<file path="config.mk">
export PLATFORM = sky130hd
export DESIGN_NAME = swdrn_watchdog
export DESIGN_NICKNAME = d
export VERILOG_FILES = /design/src/hw/swdrn_pkg.sv /design/src/hw/swdrn_watchdog.sv
export SDC_FILE = /design/constraint.sdc
export NUM_CORES = 1
export LEC_CHECK = 0
export ABC_AREA = 1
export CORE_UTILIZATION = 59
export CTS_BUF_LIST = sky130_fd_sc_hd__clkbuf_8 sky130_fd_sc_hd__clkbuf_16
export DETAILED_ROUTE_END_ITERATION = 12
export DONT_BUFFER_PORTS = 1
export PLACE_DENSITY = 0.8
export RECOVER_POWER = 25
export SLEW_MARGIN = 0
export SYNTH_ARGS = -nofsm -noshare
export SYNTH_HDL_FRONTEND = slang
export SYNTH_SLANG_ARGS = --single-unit
</file>
<file path="constraint.sdc">
create_clock -name clk -period 2.1 [get_ports clk]
set_clock_uncertainty 0.1 [all_clocks]
set_input_delay 0.21 -clock clk [delete_from_list [all_inputs] [get_ports clk]]
set_output_delay 0.21 -clock clk [all_outputs]
set_load 0.01 [all_outputs]
</file>
<file path="src/hw/swdrn_pkg.sv">
package swdrn_pkg;
	localparam int SW_W = 4;
	localparam int CFG_W = 8;
	localparam int CNT_W = 24;
	localparam logic [7:0] RESET_CMD = 8'hA5;
	// Time base: one timeout unit is 1 ms
	localparam int CLK_HZ = 20000000;
	localparam int UNIT_MS = 1;
	localparam int UNIT_CYC = CLK_HZ / 1000 * UNIT_MS;
	// Length of the commanded and expiry reset pulse
	localparam int RST_PULSE_US = 1;
	localparam int RST_PULSE_CYC = CLK_HZ / 1000000 * RST_PULSE_US;
	localparam logic [7:0] CFG_RESET = 8'h00;
	typedef enum logic [1:0] {IDLE, RUN, FIRED} swdrn_state_e;
endpackage

</file>
<file path="src/hw/swdrn_watchdog.sv">
`timescale 1ns/1ps
module swdrn_watchdog #(
	parameter int UNIT_CYCLES = swdrn_pkg::UNIT_CYC
) (
	input wire logic clk,
	input wire logic sys_rst,
	input wire logic [swdrn_pkg::SW_W-1:0] configSwitch,
	input wire logic watchdogEnableBit,
	input wire logic expiryActionSelect,
	input wire logic watchdogTriggerBit,
	input wire logic [swdrn_pkg::CFG_W-1:0] wdCfgValue,
	input wire logic optionIdWrite,
	input wire logic [7:0] optionIdData,
	output logic watchdogEventFlag,
	output logic [7:0] switchInputValue,
	output logic systemReset,
	output logic nmiOut
);
	swdrn_pkg::swdrn_state_e state_reg;
	swdrn_pkg::swdrn_state_e state_next;
	logic [31:0] unitCnt_reg;
	logic [31:0] unitCnt_next;
	logic [swdrn_pkg::CNT_W-1:0] units_reg;
	logic [swdrn_pkg::CNT_W-1:0] units_next;
	logic flag_reg;
	logic flag_next;
	logic rst_reg;
	logic rst_next;
	logic nmi_reg;
	logic nmi_next;
	logic [7:0] sw_reg;
	logic [7:0] sw_next;
	logic [7:0] pulse_reg;
	logic [7:0] pulse_next;
	logic [swdrn_pkg::CNT_W-1:0] period;
	logic [swdrn_pkg::CNT_W-1:0] lastUnit;
	logic unitDone;
	logic expire;
	logic fireNow;
	logic actNow;
	logic startPulse;
	logic resetCmd;

	// Period = (switch * 256 + register) units, never zero
	always_comb begin
		period = {{(swdrn_pkg::CNT_W - swdrn_pkg::SW_W - swdrn_pkg::CFG_W){1'b0}},
			configSwitch, wdCfgValue};
		if (period == '0) begin
			period = {{(swdrn_pkg::CNT_W-1){1'b0}}, 1'b1};
		end
		lastUnit = period - {{(swdrn_pkg::CNT_W-1){1'b0}}, 1'b1};
	end

	assign unitDone = (unitCnt_reg == 32'(UNIT_CYCLES - 1));

	// Units run from zero, so the last unit is period - 1
	assign expire = (units_reg == lastUnit) && unitDone;

	// A trigger in the expiry cycle still counts as in time
	assign fireNow = (state_reg == swdrn_pkg::RUN) && watchdogEnableBit &&
		!watchdogTriggerBit && expire;

	// The flag is only set while running, never in idle or fired
	assign actNow = watchdogEnableBit && flag_reg;

	assign startPulse = actNow && !expiryActionSelect && (pulse_reg == '0);

	assign resetCmd = optionIdWrite &&
		(optionIdData == swdrn_pkg::RESET_CMD);

	// Timer group
	always_comb begin
		state_next = state_reg;
		unitCnt_next = unitCnt_reg;
		units_next = units_reg;
		case (state_reg)
			swdrn_pkg::IDLE: begin
				unitCnt_next = '0;
				units_next = '0;
				if (watchdogEnableBit && flag_reg) begin
					state_next = swdrn_pkg::FIRED;
				end else if (watchdogEnableBit) begin
					state_next = swdrn_pkg::RUN;
				end
			end
			swdrn_pkg::RUN: begin
				if (!watchdogEnableBit) begin
					state_next = swdrn_pkg::IDLE;
				end else if (watchdogTriggerBit) begin
					unitCnt_next = '0;
					units_next = '0;
				end else if (expire) begin
					state_next = swdrn_pkg::FIRED;
				end else if (unitDone) begin
					unitCnt_next = '0;
					units_next = units_reg + 1'b1;
				end else begin
					unitCnt_next = unitCnt_reg + 32'h1;
				end
			end
			default: begin
				if (!watchdogEnableBit) begin
					state_next = swdrn_pkg::IDLE;
				end
			end
		endcase
	end

	always_ff @(posedge clk or posedge sys_rst) begin
		if (sys_rst) begin
			state_reg <= swdrn_pkg::IDLE;
			unitCnt_reg <= '0;
			units_reg <= '0;
		end else begin
			state_reg <= state_next;
			unitCnt_reg <= unitCnt_next;
			units_reg <= units_next;
		end
	end

	// Flag group
	always_comb begin
		flag_next = flag_reg;
		if (fireNow) begin
			flag_next = 1'b1;
		end
	end

	always_ff @(posedge clk or posedge sys_rst) begin
		if (sys_rst) begin
			// Hardware reset is the only path that clears the flag
			flag_reg <= 1'b0;
		end else begin
			flag_reg <= flag_next;
		end
	end

	// Action group: re-enable with the flag standing acts at once
	always_comb begin
		nmi_next = actNow && expiryActionSelect;
		pulse_next = pulse_reg;
		if (pulse_reg != '0) begin
			pulse_next = pulse_reg - 8'h01;
		end
		if (startPulse) begin
			pulse_next = 8'(swdrn_pkg::RST_PULSE_CYC);
		end
		if (resetCmd) begin
			pulse_next = 8'(swdrn_pkg::RST_PULSE_CYC);
		end
		// Output follows the next count so a new pulse shows at once
		rst_next = (pulse_next != '0);
	end

	always_ff @(posedge clk or posedge sys_rst) begin
		if (sys_rst) begin
			rst_reg <= 1'b0;
			nmi_reg <= 1'b0;
			pulse_reg <= 8'h00;
		end else begin
			rst_reg <= rst_next;
			nmi_reg <= nmi_next;
			pulse_reg <= pulse_next;
		end
	end

	// Switch group: low bits mirror the switch, upper bits read zero
	genvar b;
	generate
		for (b = 0; b < 8; b++) begin : g_sw
			if (b < swdrn_pkg::SW_W) begin : g_pin
				assign sw_next[b] = configSwitch[b];
			end else begin : g_zero
				assign sw_next[b] = 1'b0;
			end
		end
	endgenerate

	always_ff @(posedge clk or posedge sys_rst) begin
		if (sys_rst) begin
			sw_reg <= 8'h00;
		end else begin
			sw_reg <= sw_next;
		end
	end

	// Outputs come straight from their flip-flops

	assign watchdogEventFlag = flag_reg;
	assign switchInputValue = sw_reg;
	assign systemReset = rst_reg;
	assign nmiOut = nmi_reg;
endmodule

</file>
# --- Word level (Yosys, flattened, before mapping) ---
# Index checks and enable logic that the tools add are counted.
word_totals:
  regBits: 73
  memories: 0
  out_inout_bits: 11
  mem_bits_rw: 0
  input_bits: 26
  latchBits: 0
  rom_bits: 0
op_classes:
  shifts: 0
  reduce_logical: 20
  muxes: 21
  bitwise: 0
  multipliers: 0
  magnitude_cmp: 0
  eq_ne: 11
  add_sub_neg: 4
  n_div: 0
op_table:
  columns: ["op", "count"]
  rows:
  - ["two-way mux 32 bit", 4]
  - ["two-way mux 24 bit", 4]
  - ["case mux 32 bit (2 select lines)", 1]
  - ["case mux 24 bit (2 select lines)", 1]
  - ["adder 32 x 1 -> 32 bit, second input constant", 1]
  - ["equality test 32 x 15 -> 1 bit, second input constant", 1]
  - ["adder 24 x 1 -> 24 bit, second input constant", 1]
  - ["equality test 24 bit", 1]
  - ["two-way mux 8 bit", 3]
  - ["subtractor 24 x 1 -> 24 bit, second input constant", 1]
  - ["nonzero test 8 bit", 2]
  - ["!= test 3 bit, second input constant", 5]
  - ["zero test 12 bit", 1]
  - ["two-way mux 12 bit", 1]
  - ["two-way mux 2 bit", 6]
  - ["logical AND 1 bit", 9]
  - ["equality test 8 bit, second input constant", 1]
  - ["zero test 8 bit", 1]
  - ["AND reduction 4 bit", 2]
  - ["subtractor 8 x 1 -> 8 bit, second input constant", 1]
  - ["case mux 2 bit (2 select lines)", 1]
  - ["!= test 3 x 1 -> 1 bit, second input constant", 1]
  - ["AND reduction 3 bit", 1]
  - ["equality test 2 x 1 -> 1 bit, second input constant", 1]
  - ["other kinds (4)", 5]

# --- Depth between registers and ports, before layout ---
logic_depth:
  depth_word: 9
  mapped_depth: 23
  mapped_depth_nobuf: 23

# --- Worst setup path before layout ---
# Ideal clock, no wire load.
synth_timing:
  path_type: "input to register"
  start: "input wdCfgValue[6] in the netlist's numbering"
  end: "register unitCnt_reg[3]"
  t_required_ns: 1.880
  cell_stages: 22
  setup_slack_ns: -0.478
  arrival_time_ns: 2.358
  path_buffers: 1
  cell_sequence: "nor2_1 -> inv_1 -> nor2_1 -> nand2_2 -> nand2_1 -> inv_1 -> ha_1 -> nand2_2 -> inv_1 -> nand2_1 -> nand3b_1 -> nand2_1 -> o21ai_0 -> nor2_1 -> nand3_1 -> nor2_2 -> nand4_2 -> nand2_4 -> nand2_4 -> buf_6 -> nand2_1 -> o21ai_2"
synth_between:
  elab_chain_len: 7
synth_lines:
  columns: ["item", "line_no", "source"]
  rows:
  - ["start, declared", "swdrn_watchdog.sv:11", "input wire logic [swdrn_pkg::CFG_W-1:0] wdCfgValue,"]
  - ["zero test 12 bit", "swdrn_watchdog.sv:48", "if (period == '0) begin"]
  - ["two-way mux 12 bit *", "swdrn_watchdog.sv:48", null]
  - ["subtractor 24 x 1 -> 24 bit *", "swdrn_watchdog.sv:51", "lastUnit = period - {{(swdrn_pkg::CNT_W-1){1'b0}}, 1'b1};"]
  - ["equality test 24 bit *", "swdrn_watchdog.sv:57", "assign expire = (units_reg == lastUnit) && unitDone;"]
  - ["logical AND 1 bit *", "swdrn_watchdog.sv:57", null]
  - ["!= test 3 bit (no source line) *", null, null]
  - ["AND reduction 3 bit (no source line) *", null, null]
  - ["end signal, assigned", "swdrn_watchdog.sv:116", "unitCnt_reg <= unitCnt_next;"]
  - ["end, declared", "swdrn_watchdog.sv:21", "logic [31:0] unitCnt_reg;"]
# Mark *: on every way between the ends. The rest lies on a longest branch, timed or not.
# A chain may end at the register's enable or synchronous reset.

# --- Final worst setup path ---
layout_timing:
  start: "register unitCnt_reg[6]"
  end: "register units_reg[17] in the netlist's numbering"
layout_between:
  elab_chain_len: 4
  elab_cells_between_ends: 5
layout_lines:
  columns: ["item", "line_no", "source"]
  rows:
  - ["equality test 32 x 15 -> 1 bit *", "swdrn_watchdog.sv:54", "assign unitDone = (unitCnt_reg == 32'(UNIT_CYCLES - 1));"]
  - ["logical AND 1 bit", "swdrn_watchdog.sv:57", null]
  - ["!= test 3 bit (no source line)", null, null]
  - ["AND reduction 4 bit (no source line) *", null, null]
  - ["end signal, assigned", "swdrn_watchdog.sv:117", "units_reg <= units_next;"]
  - ["end, declared", "swdrn_watchdog.sv:23", "logic [swdrn_pkg::CNT_W-1:0] units_reg;"]
# Marked as above.

==> impl_metrics.json <==
{
  "dr.pass1.iters": 7,
  "die_height_um": 99.4,
  "slowest_stage": "dfrtp_1",
  "post_synth_num_cell_types": 39,
  "syn_area_per_cell_um2": 6.58,
  "clk_pin_slew_ns": 0.09,
  "num_vias": 6876,
  "min_to": "watchdogEventFlag",
  "r2r_end": "units_reg[17]",
  "cts_buffer_depth": 2,
  "ir_drop_v": 0.000483,
  "dp_hpwl_mm": 11.8,
  "status": "complete, but fails checks",
  "ant_nets": 0,
  "ys_seq_elements": 73,
  "grt_max_degree": 28,
  "grt_remaining_overflow": 0,
  "ys_warn_count": 0,
  "slew_headroom": 0.155,
  "whs_path_depth": 4,
  "grt_util_met2": 0.623,
  "drv_slew": 0,
  "min_path_type": "in2reg",
  "placed_area_um2": 6600,
  "first_iter_violations": 810,
  "setup_slack_ns": -0.611,
  "io_pins": 37,
  "core_area_um2": 9200,
  "use_met3": 0.0780,
  "clock_latency_ns": 0.37,
  "synthTopCellsByArea": "dfrtp_1 33%, nand2_1 14%, nand3_1 9.4%, nor2_1 9.0%, inv_1 7.2%",
  "startpoint": "unitCnt_reg[6]",
  "synth.cell_area_um2": 5590,
  "cts_tree": "built",
  "r2r-start": "unitCnt_reg[6]",
  "start_util": 0.608,
  "die_area_um2": 9870,
  "finalWirelength_mm": 20.7,
  "cp_common_cell": "nand2_1",
  "setup_tns_ns": -24.50,
  "grt_pass1_wl_mm": 29.3,
  "die_x_um": 99.4,
  "maxCapViolCount": 0,
  "crit_family": "simple AND/OR/NAND/NOR gates",
  "cts.htree.levels": 3,
  "nets": 1017,
  "final_util": 0.842,
  "placementRows": 35,
  "top_usage_layer": "met2",
  "numCtsBuffers": 9,
  "setup_viol": 59,
  "cp_max_fo": 6,
  "wl_per_cell_um": 18.7,
  "cp.required_ns": 2.31,
  "antenna_cells": 0,
  "synth_top_cells_by_count": "216 x nand2_1, 134 x nor2_1, 107 x inv_1, 105 x nand3_1, 73 x dfrtp_1",
  "largest_reg_flops": 32,
  "ys.flop_type": "dfrtp_1",
  "cts_root_buf": "clkbuf_8",
  "rsz0062_at_grt": "true",
  "hold_viol_final": 0,
  "grt_usage": 0.376,
  "cp-start-kind": "flop",
  "postLayoutCellArea_um2": 7740,
  "async_flop_share": 1.00,
  "worstSetupPathType": "reg2reg",
  "ys_seq_area_frac": 0.327,
  "use_met1": 0.481,
  "io_buffers": 0,
  "clkSinkCount": 73,
  "cp_cell_sequence": "inv_1 -> nand2_1 -> nor2_1 -> nand2_1 -> nor2_4 -> nand3_2 -> nor2_1 -> nand2_1 -> nor3_1 -> nand3_1 -> nor2_2 -> nand3_2 -> nand3_4 -> buf_6 -> clkbuf_16 -> nand3_1 -> nand2_1",
  "fin_crit_ns": 2.71,
  "synth_top_area_share": 0.327,
  "yosysMostFrequentCell": "nand2_1",
  "min_from": "watchdogEnableBit",
  "dp.cells": 1053,
  "syn_inst": 850,
  "end_kind": "flop",
  "fillers": 500,
  "path_buf_inv": 3,
  "final_cells": 1102,
  "powerDensity_nw_per_um2": 720,
  "synth.largest_area_cell": "dfrtp_1",
  "rr_worst_depth": 17,
  "fmax_mhz": 369,
  "synth-edff-count": 0,
  "area_growth_syn_to_layout_pct": 38.5,
  "slowest_delay_ns": 0.42,
  "arrival_ns": 2.92,
  "rrSetupSlack_ns": -0.61,
  "p_leak_nw": 3.70,
  "post-route-period-util": 1.29,
  "drive_gt1_frac": 0.288,
  "viasPerCell": 6.24,
  "drcViolationCount": 0,
  "worstMarginPinSlew_ns": 1.26,
  "violations": "negative setup slack",
  "antenna_found_initial": 0,
  "grt_pass1_vias": 6295,
  "gp_congestion": 0.938
}
cell type report:
cell class              instances  area, µm²  share of cell area
repair buffers                145       1380               0.178
flip-flops and latches         73       1830               0.236
well taps                     111        139              0.0179
clock inverters                 7        125              0.0162
multi-input cells             648       3740               0.483
clock buffers                   9        124              0.0160
inverters                     109        410              0.0530
worst min-delay path, delay by kind of cell:
kind | cells | cell delay [ns]
and+or+nand+nor | 1 | 0.10
buffers and inverters | 2 | 0.15
AOI/OAI and AO/OA | 1 | 0.05
worst max path at each step:
stage	end	slack [ns]	depth (start not counted)
2_1_floorplan	unitCnt_reg[3]	-0.34	20
4_1_cts	units_reg[2]	-0.23	16
6_report	units_reg[17]	-0.61	17
5_1_grt	units_reg[7]	-0.67	17
3_3_place_gp	unitCnt_reg[18]	-0.51	19
3_5_place_dp	unitCnt_reg[18]	-0.56	19
routing by layer:
layer | wire length, µm | share of wire
met1 | 7580 | 0.37
met2 | 9350 | 0.45
met3 | 2550 | 0.12
met4 | 1170 | 0.057
met5 | 0 | 0
metrics by stage:
step / hold slack [ns] / worst slack, ns / power (mW)
after global routing: 0.133 / -0.666 / 5.77
after global placement: 0.0712 / -0.505 / 3.23
after detailed placement: 0.0786 / -0.556 / 3.30
after CTS: 0.0597 / -0.229 / 5.13
after floorplan: 0.141 / -0.343 / 2.81
final: 0.0888 / -0.611 / 5.57
timing repair:
item / 4_1_cts / 5_1_grt
pin swaps: 6 / 16
gates resized for setup: 34 / 79
hold endpoints to repair: 28 / 0
endpoints found under the setup margin: 59 / 60
cloned: 6 / 3
hold buffers: 7 / 0
buffers inserted: 11 / 6
power breakdown:
part	internal (mW)	switching, mW	total (mW)
logic	0.974	1.53	2.50
registers	1.53	0.115	1.64
clock network	0.802	0.626	1.43
total	3.31	2.27	5.57
cells in the final DEF, fill, tap and decap left out, drive strengths merged, types with 2 or more instances in the layout:
| cell | synthesis | final |
|---|---|---|
| a211oi | 2 | 2 |
| a21oi | 14 | 14 |
| buf | 13 | 135 |
| bufinv | 0 | 3 |
| clkbuf | 11 | 12 |
| clkinv | 0 | 2 |
| conb | 1 | 4 |
| dfrtp | 73 | 73 |
| dlygate4sd3 | 0 | 7 |
| ha | 5 | 5 |
| inv | 109 | 110 |
| nand2 | 222 | 223 |
| nand3 | 106 | 106 |
| nand3b | 4 | 4 |
| nand4 | 26 | 26 |
| nor2 | 140 | 140 |
| nor3 | 27 | 27 |
| nor3b | 2 | 2 |
| nor4 | 12 | 12 |
| o21a | 3 | 3 |
| o21ai | 36 | 36 |
| xnor2 | 6 | 6 |
| xor2 | 32 | 32 |
logic make-up (layout without fill, tap and decap cells):
family	count (synthesis)	count (layout)	synth area share
other	1	4	0.000671
DFF	73	73	0.327
AOI/OAI and AO/OA	60	60	0.0712
and+or+nand+nor	540	541	0.428
xor gates and xnor gates	38	38	0.0595
adders and majority gates	5	5	0.0112
buffers and inverters	133	270	0.103
No activity file was read; power rests on OpenSTA's default activity.
